`src/hw/cip_pkg.sv`:
```
// Constants, types and register map of the current input data path.
// Assumes a single 40 MHz clock and an APB master for register access.
package cip_pkg;

    // Widths
    localparam int ADC_W = 12;               // Converter resolution
    localparam int PD_W  = 16;               // Process data width
    localparam logic [ADC_W-1:0] ADC_LIMIT = 12'hFFF; // Limit stop code

    // Register indices, byte address is four times the index
    localparam logic [5:0] IDX_RAW      = 6'h00;
    localparam logic [5:0] IDX_CAL_OFF  = 6'h11;
    localparam logic [5:0] IDX_CAL_GAIN = 6'h12;
    localparam logic [5:0] IDX_MFR_OFF  = 6'h13;
    localparam logic [5:0] IDX_MFR_GAIN = 6'h14;
    localparam logic [5:0] IDX_FEATURE  = 6'h20;
    localparam logic [5:0] IDX_USR_OFF  = 6'h21;
    localparam logic [5:0] IDX_USR_GAIN = 6'h22;
    localparam logic [5:0] IDX_STATUS   = 6'h28;
    localparam logic [5:0] IDX_MASK     = 6'h29;
    localparam logic [5:0] IDX_PDATA    = 6'h2A;

    // Feature register fields
    localparam int FT_MFR_EN = 0;            // Manufacturer scaling
    localparam int FT_USR_EN = 1;            // User scaling
    localparam int FT_FMT_LO = 2;            // Output format, two bits
    localparam logic [15:0] FEATURE_RST = 16'h0001;

    // Status bits
    localparam int ST_WDOG  = 0;             // Watchdog overflow
    localparam int ST_LIMIT = 1;             // Converter limit reached
    localparam int ST_SMPL  = 2;             // New process data
    localparam int ST_W     = 3;

    // Reset values, gains are signed with eight fraction bits
    localparam logic [15:0] CAL_OFF_RST   = 16'h0000;
    localparam logic [15:0] CAL_GAIN_RST  = 16'h0100;
    localparam logic [15:0] MFR_OFF_RST0  = 16'h0000; // 0-20 mA span
    localparam logic [15:0] MFR_GAIN_RST0 = 16'h0801;
    localparam logic [15:0] MFR_OFF_RST4  = 16'hDFFF; // 4-20 mA span
    localparam logic [15:0] MFR_GAIN_RST4 = 16'h0A01;
    localparam logic [15:0] USR_OFF_RST   = 16'h0000;
    localparam logic [15:0] USR_GAIN_RST  = 16'h0100;
    localparam int          GAIN_FRAC     = 8;

    // Watchdog time
    localparam int WDOG_MS     = 100;
    localparam int CLK_HZ      = 40_000_000;
    localparam int WDOG_CYCLES = CLK_HZ / 1000 * WDOG_MS;

    // Output representations
    typedef enum logic [1:0] {
        FMT_TWOS    = 2'b00,
        FMT_SIGNMAG = 2'b01,
        FMT_VENDOR  = 2'b10
    } cip_fmt_t;

    // Process data word towards the coupler
    typedef struct packed {
        logic            valid;
        logic [PD_W-1:0] data;
    } cip_pd_t;

endpackage

```
`src/hw/cip_data_path.sv`:
```
// Single channel current input data path with APB register slave.
// Assumes adc_valid pulses with each converter result and pd_xfer
// pulses for each process data exchange with the coupler.
//
// Design decisions made here: the APB slave port and the placing of the registers.
module cip_data_path #(
    parameter bit SPAN_4MA    = 1'b0,                 // Span variant
    parameter int WDOG_CYCLES = cip_pkg::WDOG_CYCLES  // Watchdog length
) (
    input  wire logic                       pclk,
    input  wire logic                       presetn,
    input  wire logic                       psel,
    input  wire logic                       penable,
    input  wire logic                       pwrite,
    input  wire logic [7:0]                 paddr,
    input  wire logic [31:0]                pwdata,
    output logic      [31:0]                prdata,
    output logic                            pready,
    output logic                            pslverr,
    input  wire logic                       adc_valid,
    input  wire logic [cip_pkg::ADC_W-1:0]  adc_code,
    input  wire logic                       pd_xfer,
    output cip_pkg::cip_pd_t                pd_out,
    output logic                            run_indicator,
    output logic                            fault_indicator,
    output logic                            irq
);
    import cip_pkg::*;

    ////////////////////////////////////////////////////////////////////
    // Helpers

    // Clamp a wide signed value to the process data range
    function automatic logic [15:0] sat16(input logic signed [33:0] v);
        if (v > 34'sd32767) begin
            return 16'h7FFF;
        end else if (v < -34'sd32768) begin
            return 16'h8000;
        end
        return v[15:0];
    endfunction

    // Offset plus gain times input, gain with fraction bits
    function automatic logic [15:0] lin(input logic [15:0] off,
                                        input logic [15:0] gain,
                                        input logic [15:0] x);
        logic signed [31:0] p;
        p = $signed(x) * $signed(gain);
        return sat16(34'(p >>> GAIN_FRAC) + 34'($signed(off)));
    endfunction

    // Register index from a byte address
    function automatic logic [5:0] reg_idx(input logic [7:0] a);
        return a[7:2];
    endfunction

    ////////////////////////////////////////////////////////////////////
    // Register state

    localparam logic [15:0] MFR_OFF_RST  =
        SPAN_4MA ? MFR_OFF_RST4 : MFR_OFF_RST0;
    localparam logic [15:0] MFR_GAIN_RST =
        SPAN_4MA ? MFR_GAIN_RST4 : MFR_GAIN_RST0;

    logic [ADC_W-1:0] raw_value_reg, next_raw;    // Last raw sample
    logic [15:0]      cal_off, next_cal_off;      // Calibration offset
    logic [15:0]      cal_gain, next_cal_gain;    // Calibration gain
    logic [15:0]      mfr_off, next_mfr_off;      // Manufacturer offset
    logic [15:0]      mfr_gain, next_mfr_gain;    // Manufacturer gain
    logic [15:0]      feature_config_reg, next_feature;
    logic [15:0]      usr_off, next_usr_off;      // User offset
    logic [15:0]      usr_gain, next_usr_gain;    // User gain
    logic [ST_W-1:0]  status, next_status;        // Sticky events
    logic [ST_W-1:0]  mask, next_mask;            // Interrupt mask
    logic [31:0]      next_prdata;
    logic             next_pready, next_pslverr;
    logic             wr_en;                      // Write takes effect
    logic [ST_W-1:0]  ev;                         // Event pulses

    ////////////////////////////////////////////////////////////////////
    // APB slave: answers in the first access cycle

    always_comb begin
        wr_en         = psel && penable && pready && pwrite;
        next_cal_off  = cal_off;
        next_cal_gain = cal_gain;
        next_mfr_off  = mfr_off;
        next_mfr_gain = mfr_gain;
        next_feature  = feature_config_reg;
        next_usr_off  = usr_off;
        next_usr_gain = usr_gain;
        next_mask     = mask;
        // Write one clears, a new event in the same cycle wins
        next_status   = status | ev;
        if (wr_en) begin
            unique case (reg_idx(paddr))
                IDX_CAL_OFF:  next_cal_off  = pwdata[15:0];
                IDX_CAL_GAIN: next_cal_gain = pwdata[15:0];
                IDX_MFR_OFF:  next_mfr_off  = pwdata[15:0];
                IDX_MFR_GAIN: next_mfr_gain = pwdata[15:0];
                IDX_FEATURE:  next_feature  = pwdata[15:0];
                IDX_USR_OFF:  next_usr_off  = pwdata[15:0];
                IDX_USR_GAIN: next_usr_gain = pwdata[15:0];
                IDX_MASK:     next_mask     = pwdata[ST_W-1:0];
                IDX_STATUS: begin
                    next_status = (status & ~pwdata[ST_W-1:0]) | ev;
                end
                default: begin
                    // Read-only or unmapped: write ignored
                end
            endcase
        end
        // Setup phase prepares the answer for the access phase
        next_pready  = psel && !penable;
        next_pslverr = 1'b0;
        next_prdata  = 32'h0000_0000;
        if (psel && !penable) begin
            unique case (reg_idx(paddr))
                IDX_RAW:      next_prdata = {20'h0_0000, raw_value_reg};
                IDX_CAL_OFF:  next_prdata = {16'h0000, cal_off};
                IDX_CAL_GAIN: next_prdata = {16'h0000, cal_gain};
                IDX_MFR_OFF:  next_prdata = {16'h0000, mfr_off};
                IDX_MFR_GAIN: next_prdata = {16'h0000, mfr_gain};
                IDX_FEATURE:  next_prdata = {16'h0000, feature_config_reg};
                IDX_USR_OFF:  next_prdata = {16'h0000, usr_off};
                IDX_USR_GAIN: next_prdata = {16'h0000, usr_gain};
                IDX_STATUS:   next_prdata = {29'h0000_0000, status};
                IDX_MASK:     next_prdata = {29'h0000_0000, mask};
                IDX_PDATA:    next_prdata = {16'h0000, pd_out.data};
                default:      next_pslverr = 1'b1; // Unmapped address
            endcase
        end
    end

    // Register file and bus answer
    always_ff @(posedge pclk or negedge presetn) begin
        if (!presetn) begin
            cal_off            <= CAL_OFF_RST;
            cal_gain           <= CAL_GAIN_RST;
            mfr_off            <= MFR_OFF_RST;
            mfr_gain           <= MFR_GAIN_RST;
            feature_config_reg <= FEATURE_RST;
            usr_off            <= USR_OFF_RST;
            usr_gain           <= USR_GAIN_RST;
            status             <= '0;
            mask               <= '0;
            prdata             <= 32'h0000_0000;
            pready             <= 1'b0;
            pslverr            <= 1'b0;
            irq                <= 1'b0;
        end else begin
            cal_off            <= next_cal_off;
            cal_gain           <= next_cal_gain;
            mfr_off            <= next_mfr_off;
            mfr_gain           <= next_mfr_gain;
            feature_config_reg <= next_feature;
            usr_off            <= next_usr_off;
            usr_gain           <= next_usr_gain;
            status             <= next_status;
            mask               <= next_mask;
            prdata             <= next_prdata;
            pready             <= next_pready;
            pslverr            <= next_pslverr;
            irq                <= |(status & mask);
        end
    end

    ////////////////////////////////////////////////////////////////////
    // Sample path: capture, then calibrate, scale and format

    logic             smp_v;              // Raw sample just stored
    logic             next_smp_v;
    logic [15:0]      ya, y1, y2, yout;   // Chain of results
    logic [15:0]      mag;                // Magnitude for sign form
    cip_pd_t          next_pd;
    logic             next_fault;
    cip_fmt_t         fmt;

    always_comb begin
        next_raw   = adc_valid ? adc_code : raw_value_reg;
        next_smp_v = adc_valid;
        fmt        = cip_fmt_t'(feature_config_reg[FT_FMT_LO +: 2]);
        // Calibration: (raw plus offset) times gain, saturated
        ya = lin(16'h0000, cal_gain,
                 sat16(34'({4'h0, raw_value_reg}) +
                       34'($signed(cal_off))));
        y1 = lin(mfr_off, mfr_gain, ya);
        // Stage selection from the feature register
        unique case (feature_config_reg[FT_USR_EN:FT_MFR_EN])
            2'b00:   yout = ya;
            2'b01:   yout = y1;
            2'b10:   yout = lin(usr_off, usr_gain, ya);
            default: yout = lin(usr_off, usr_gain, y1);
        endcase
        y2 = yout;
        // Magnitude, full negative clamps to largest magnitude
        mag = (y2 == 16'h8000) ? 16'h7FFF :
              (y2[15] ? 16'(-$signed(y2)) : y2);
        next_pd.valid = smp_v;
        next_pd.data  = pd_out.data;
        if (smp_v) begin
            unique case (fmt)
                FMT_TWOS:    next_pd.data = y2;
                FMT_SIGNMAG: next_pd.data = {y2[15], mag[14:0]};
                // Vendor form: value above, limit flag in bit zero
                FMT_VENDOR:  next_pd.data = {y2[15:3], 2'b00,
                                             raw_value_reg == ADC_LIMIT};
                default:     next_pd.data = y2;          // Unused code
            endcase
        end
        next_fault = (raw_value_reg == ADC_LIMIT);
    end

    // Sample path registers
    always_ff @(posedge pclk or negedge presetn) begin
        if (!presetn) begin
            raw_value_reg   <= '0;
            smp_v           <= 1'b0;
            pd_out          <= '0;
            fault_indicator <= 1'b0;
        end else begin
            raw_value_reg   <= next_raw;
            smp_v           <= next_smp_v;
            pd_out          <= next_pd;
            fault_indicator <= next_fault;
        end
    end

    ////////////////////////////////////////////////////////////////////
    // Process data watchdog

    localparam logic [22:0] WD_LAST = 23'(WDOG_CYCLES - 1);
    logic [22:0] wd_cnt, next_wd_cnt;   // Cycles since last transfer
    logic        next_run;

    always_comb begin
        next_wd_cnt = wd_cnt;
        next_run    = run_indicator;
        if (pd_xfer) begin
            next_wd_cnt = '0;
            next_run    = 1'b1;
        end else if (wd_cnt == WD_LAST) begin
            next_run    = 1'b0;
        end else begin
            next_wd_cnt = wd_cnt + 23'h00_0001;
        end
        ev           = '0;
        ev[ST_WDOG]  = run_indicator && !pd_xfer && (wd_cnt == WD_LAST);
        ev[ST_LIMIT] = next_fault && !fault_indicator;
        ev[ST_SMPL]  = smp_v;
    end

    // Watchdog registers, run indicator on from reset
    always_ff @(posedge pclk or negedge presetn) begin
        if (!presetn) begin
            wd_cnt        <= '0;
            run_indicator <= 1'b1;
        end else begin
            wd_cnt        <= next_wd_cnt;
            run_indicator <= next_run;
        end
    end
endmodule

```
`config.mk`:
```
export PLATFORM = sky130hd
export DESIGN_NAME = cip_data_path
export DESIGN_NICKNAME = d
export VERILOG_FILES = /design/src/hw/cip_pkg.sv /design/src/hw/cip_data_path.sv
export SDC_FILE = /design/constraint.sdc
export NUM_CORES = 2
export LEC_CHECK = 0
export ABC_AREA = 0
export BUFFER_PORTS_ARGS = -buffer_cell sky130_fd_sc_hd__buf_2
export CELL_PAD_IN_SITES_DETAIL_PLACEMENT = 1
export CELL_PAD_IN_SITES_GLOBAL_PLACEMENT = 2
export CORE_MARGIN = 3
export CORE_UTILIZATION = 43
export CTS_CLUSTER_DIAMETER = 80
export DETAILED_ROUTE_END_ITERATION = 10
export PLACE_DENSITY_LB_ADDON = 0.1
export SLEW_MARGIN = 0
export SYNTH_ARGS = -nofsm -noshare
export SYNTH_HDL_FRONTEND = slang
export SYNTH_SLANG_ARGS = --single-unit
```
`constraint.sdc`:
```
create_clock -name pclk -period 32.2 [get_ports pclk]
set_clock_uncertainty 0.15 [all_clocks]
set_input_delay 1.61 -clock pclk [delete_from_list [all_inputs] [get_ports pclk]]
set_output_delay 1.61 -clock pclk [all_outputs]
set_load 0.02 [all_outputs]
```
==> After elaboration in Yosys (flattened, before gate mapping) <==
Index checks and enable logic that the tools add are counted.
{ "classes": {"n_addsub": 6, "muxes": 41, "multipliers": 4, "order_cmp": 10, "bitwise_logic": 5, "reduce_logical": 24, "n_eq_ne": 18} }
{ "ops": {"columns": ["op", "count"], "rows": [
  ["two-way mux 16 bit", 16],
  ["one-hot mux 16 bit (11 select lines)", 1],
  ["multiplier 16 x 16 -> 32 bit", 4],
  ["adder 24 x 16 -> 25 bit", 3],
  ["greater-than comparator 25 x 16 -> 1 bit, second input constant", 3],
  ["less-than comparator 25 x 16 -> 1 bit, second input constant", 3],
  ["one-hot mux 16 bit (3 select lines)", 1],
  ["two-way mux 23 bit", 2],
  ["== test 6 bit, second input constant", 6],
  ["two-way mux 15 bit", 2],
  ["one-hot mux 15 bit (2 select lines)", 1],
  ["== test 6 x 5 -> 1 bit, second input constant", 4],
  ["greater-than comparator 24 x 16 -> 1 bit, second input constant", 1],
  ["less-than comparator 24 x 16 -> 1 bit, second input constant", 1],
  ["adder 23 x 1 -> 23 bit, second input constant", 1],
  ["== test 23 x 22 -> 1 bit, second input constant", 1],
  ["adder 13 x 16 -> 17 bit", 1],
  ["greater-than comparator 17 x 16 -> 1 bit, second input constant", 1],
  ["less-than comparator 17 x 16 -> 1 bit, second input constant", 1],
  ["== test 16 bit, second input constant", 1],
  ["two-way mux 1 bit", 16],
  ["AND reduction 2 bit", 8],
  ["negation 15 bit", 1],
  ["== test 12 bit, second input constant", 1],
  ["14 further kinds", 28]
]} }
{ "totals": {"wordCells": 128, "input_bits": 59, "out_inout_bits": 54, "ff_bits": 208} }

==> Depth between registers and ports, before layout <==
{ "depth": {"word_depth": 28, "ltp_mapped": 122, "depth_no_buf": 114} }

==> Worst setup path after synthesis <==
OpenSTA, ideal clock, no wires.
{ "synth_timing": {"kind": "register to register", "startpoint": "register raw_value_reg[0]", "endpoint": "register pd_out[10] (netlist bit)", "slack_ns": 6.177, "period_less_slack_ns": 26.023, "arrival_ns": 25.752, "required_time_ns": 31.929, "path_stages_with_launch": 112, "path_buffers": 8, "cell_sequence": "dfrtp_1 -> ha_1 -> inv_1 -> fa_1 -> nand2b_1 -> a21oi_1 -> o21ai_1 -> a211oi_2 -> nor2_1 -> buf_4 -> clkbuf_1 -> a21oi_1 -> clkbuf_1 -> nand2_1 -> fa_1 -> inv_1 -> fa_1 -> inv_1 -> [76 not listed] -> inv_1 -> nor2_1 -> nand2_1 -> a211oi_1 -> o211ai_1 -> mux2_2 -> o2111a_1 -> nand4_1 -> o41ai_2 -> clkbuf_1 -> o22ai_1 -> a31o_2 -> ha_1 -> o21ai_0 -> nor4_4 -> o211a_1 -> a211o_1 -> o22a_1"} }
{ "synth_between": {"elab_chain_cells": 28, "elab_cells_between_ends": 46, "cone_classes": "5 x add/sub; 4 x mul; 10 x order compare; 1 x eq/ne; 26 x mux"} }
{ "synth_lines": {"columns": ["item", "line", "text"], "rows": [
  ["start: declaration", "cip_data_path.sv:65", "logic [ADC_W-1:0] raw_value_reg, next_raw;"],
  ["start signal: assignment", "cip_data_path.sv:222", "raw_value_reg <= next_raw;"],
  ["adder 13 x 16 -> 17 bit (*)", "cip_data_path.sv:185", "sat16(34'({4'h0, raw_value_reg}) +"],
  ["less-than comparator 17 x 16 -> 1 bit", "cip_data_path.sv:37", "end else if (v < -34'sd32768) begin"],
  ["two-way mux 1 bit", "cip_data_path.sv:37", null],
  ["two-way mux 1 bit", "cip_data_path.sv:35", "if (v > 34'sd32767) begin"],
  ["two-way mux 16 bit (*)", "cip_data_path.sv:40", "return v[15:0];"],
  ["multiplier 16 x 16 -> 32 bit (*)", "cip_data_path.sv:48", "p = $signed(x) * $signed(gain);"],
  ["less-than comparator 24 x 16 -> 1 bit", "cip_data_path.sv:37", null],
  ["two-way mux 1 bit", "cip_data_path.sv:37", null],
  ["[12 not listed]", null, null],
  ["two-way mux 1 bit", "cip_data_path.sv:35", null],
  ["two-way mux 1 bit", "cip_data_path.sv:189", "unique case (feature_config_reg[FT_USR_EN:FT_MFR_EN])"],
  ["two-way mux 16 bit", "cip_data_path.sv:40", null],
  ["one-hot mux 16 bit (3 select lines) (*)", "cip_data_path.sv:189", null],
  ["negation 15 bit", "cip_data_path.sv:198", "(y2[15] ? 16'(-$signed(y2)) : y2);"],
  ["two-way mux 15 bit", "cip_data_path.sv:198", null],
  ["two-way mux 15 bit", "cip_data_path.sv:197", "mag = (y2 == 16'h8000) ? 16'h7FFF :"],
  ["one-hot mux 15 bit (2 select lines) (*)", "cip_data_path.sv:202", "unique case (fmt)"],
  ["end signal: assignment", "cip_data_path.sv:224", "pd_out <= next_pd;"],
  ["end: declaration", "cip_data_path.sv:23", "output cip_pkg::cip_pd_t pd_out,"]
]} }
Mark *: on every way between the ends. The rest lies on a longest branch, timed or not. The select of a mux whose other input is x is not followed.
A chain may end at the register's enable or synchronous reset.

==> Worst setup path after layout <==
Same ends and word-level chain as after synthesis.

==> metrics.txt <==
Bufs and invs on worst path=21; reg2reg setup slack=around 1.7 ns; sequential-to-total area share from yosys stat=0.0897; 1st-iter DRT viols=2618; Largest Register=wd_cnt; Critical Path End Type=flip-flop; CTS buffer count=17; flops & latches, synth=between 150 and 200; RSZ-0062 raised after global routing=false; Worst Setup SP=raw_value_reg[0]$_DFFE_PN0P_; Fin Setup TNS=0 ns; Largest register FFs=23; worst hold stages=1; Die H=359 µm; FF-to-FF Start=raw_value_reg[0]$_DFFE_PN0P_; Core Region=123000 µm²; Compound-Gate Fraction of Synth Area=0.0959; Post-synth ARST share=1.00; vias=41600; vias per inst=~5.5; Ys Warns=0; Arr. time, crit path=between 30 and 40 ns; period utilization=0.948; drt first pass iters=7; count of cell types in the netlist=108; Overflow after GRT=0; leakage power=between 20 and 30 nW; Total Power=853 µW; IO Pins=113; Worst-path clk slew=0.08 ns; Tmin final=around 31 ns; Worst-Margin Slew=between 1 and 1.5 ns; Synth top area share=0.391; gpl congestion=0.887; P&R area growth vs syn=5.62%; EDFF count, synth=0; leading area contributor after synthesis=fa_1; clock buffer depth=2; Main synth FF type=dfrtp_1; Syn Inst Count=5953; root buf cell=clkbuf_16; worst skew pair latency=0.45 ns; Synth Area in Simple Gates=0.161; DP HPWL=147000 µm; Pwr Density=15.1 nW/µm²; first-pass GRT wire length=282000 µm; Clock Sinks=192; HP Class=flip-flop to flip-flop; CP max stage cell=fa_1; crit-path leading delay family=adder cells; mux cell area share after synthesis=0.0286; WHS=0.338 ns; routed length per instance=23.9 µm; DIE AREA=129000 µm²; max-slew violations=0; Synth Area in XOR/XNOR=0.0325; Worst R2R End=pd_out[10]$_DFFE_PN0P_; vias in the first global route=46300; Worst R2R Path Depth=108; Largest regs=wd_cnt x23, pd_out x17; Post-Place Cell Area=56000 µm²; relative slew slack=0.171; max cap viols=0; Hold-fix buffers, CTS=0; CP Data Required Time=32.43 ns; maximum vdd ir drop=around 0.00004 V; Fin. Hold Viols=0; largest family of logic cells by synthesized area=adder cells; Commonest cells post-synth=inv_1, fa_1, nand2_1, ha_1, and2_1; crit path max fanout=20; maximum level of the CTS H-tree=4; share of layout cells above drive strength 1=0.0732; Design Area, Final=56600 µm²; outcome=finished clean; DRT antenna net count=0; Setup-failing EPs final=0; f_max=32.8 MHz; Die X=359 µm; adder and majority gate portion of the synthesized area=0.487; # DRC=0; gr usage total=0.283; WL final=181000 µm; final layout net count=7432; Syn Std Cell Area=53600 µm²; row count=about 130; initial antenna violation count=8; Min-Delay Startpoint=fault_indicator$_DFF_PN0_; syn_area_per_cell=9.01 µm²; TritonCTS clock tree=done; port buffer count=78; Crit Path Class=flip-flop to flip-flop; Hold EP=status[1]$_DFF_PN0_; largest net degree at the start of global routing=between 100 and 150; top-count cell post-synth=inv_1; Initial Utilization=0.437; Startpoint Class=flip-flop; Max stage delay on crit path=~0.96 ns; synth top area cells=fa_1, ha_1, dfrtp_1
[logic make-up (layout without fill, tap and decap cells)]
logic type | count (synthesis) | count (layout)
other cells | 1 | 17
mux | 137 | 137
compound gates | 765 | 766
simple gates | 1724 | 1724
flops | 192 | 192
fa+ha+maj | 1458 | 1458
xor+xnor | 198 | 198
buf+inv | 1478 | 1437
[report_power, final]
| group | leakage, nW | internal [mW] | total (mW) | switching (mW) |
|---|---|---|---|---|
| registers | 2.59 | 0.248 | 0.266 | 0.0176 |
| logic | 26.0 | 0.0985 | 0.366 | 0.267 |
| clock network | 0.290 | 0.112 | 0.222 | 0.110 |
| total | 28.8 | 0.458 | 0.853 | 0.395 |
[what timing repair did]
| item | in CTS | in global routing |
|---|---|---|
| buffers inserted | 0 | 0 |
| resized for setup | 0 | 8 |
| endpoints found under the setup margin | 0 | 15 |
[stage by stage]
stage          std cells  utilization  setup slack (ns)
6_report            7554        0.461              1.68
5_1_grt             7553        0.461            0.0238
4_1_cts             7552        0.461              1.24
3_5_place_dp        7520        0.456              1.34
3_3_place_gp        7520        0.456              1.69
2_1_floorplan       5968            -              6.18
[worst max path at each step]
stage,endpoint,slack (ns),depth (start not counted)
2_1_floorplan,pd_out[10]$_DFFE_PN0P_,6.18,111
3_3_place_gp,pd_out[10]$_DFFE_PN0P_,1.69,110
3_5_place_dp,pd_out[10]$_DFFE_PN0P_,1.34,111
4_1_cts,pd_out[10]$_DFFE_PN0P_,1.24,110
5_1_grt,pd_out[6]$_DFFE_PN0P_,0.02,110
6_report,pd_out[10]$_DFFE_PN0P_,1.68,108
[metal layers]
metal | track usage | vias to the layer above | wire length [µm] | part of all wire
met3 | 0.0197 | 207 | 6710 | 0.037
met2 | 0.506 | 884 | 91200 | 0.50
met4 | 0.0728 | 4 | 5470 | 0.030
li1 | - | 18500 | - | -
met1 | 0.373 | 22100 | 77300 | 0.43
met5 | 0 | - | 27 | 0.00015
[layout make-up]
cell class	instances	area, µm²
repair buffers	183	1200
clock inverters	15	185
flip-flops and latches	192	4810
inverters	1222	4590
well taps	1625	2030
fillers	14300	66200
clock buffers	17	425
multi-input cells	4299	43400
diodes	1	2.50
[layout by cell type (no fill, tap or decap), drive strengths merged, types with 46 or more instances in the layout]
master | Yosys | final
nand2 | 646 | 646
and3 | 58 | 58
a21o | 69 | 69
nor3 | 47 | 47
fa | 1048 | 1048
inv | 1220 | 1227
buf | 40 | 182
a21oi | 193 | 193
xor2 | 73 | 73
nor2b | 103 | 103
o21ai | 160 | 160
ha | 410 | 410
dfrtp | 186 | 186
nor2 | 218 | 218
xnor2 | 125 | 125
mux2 | 129 | 129
o21a | 45 | 46
and2 | 410 | 410
nand3 | 56 | 56
(Power assumes the default switching activity.)
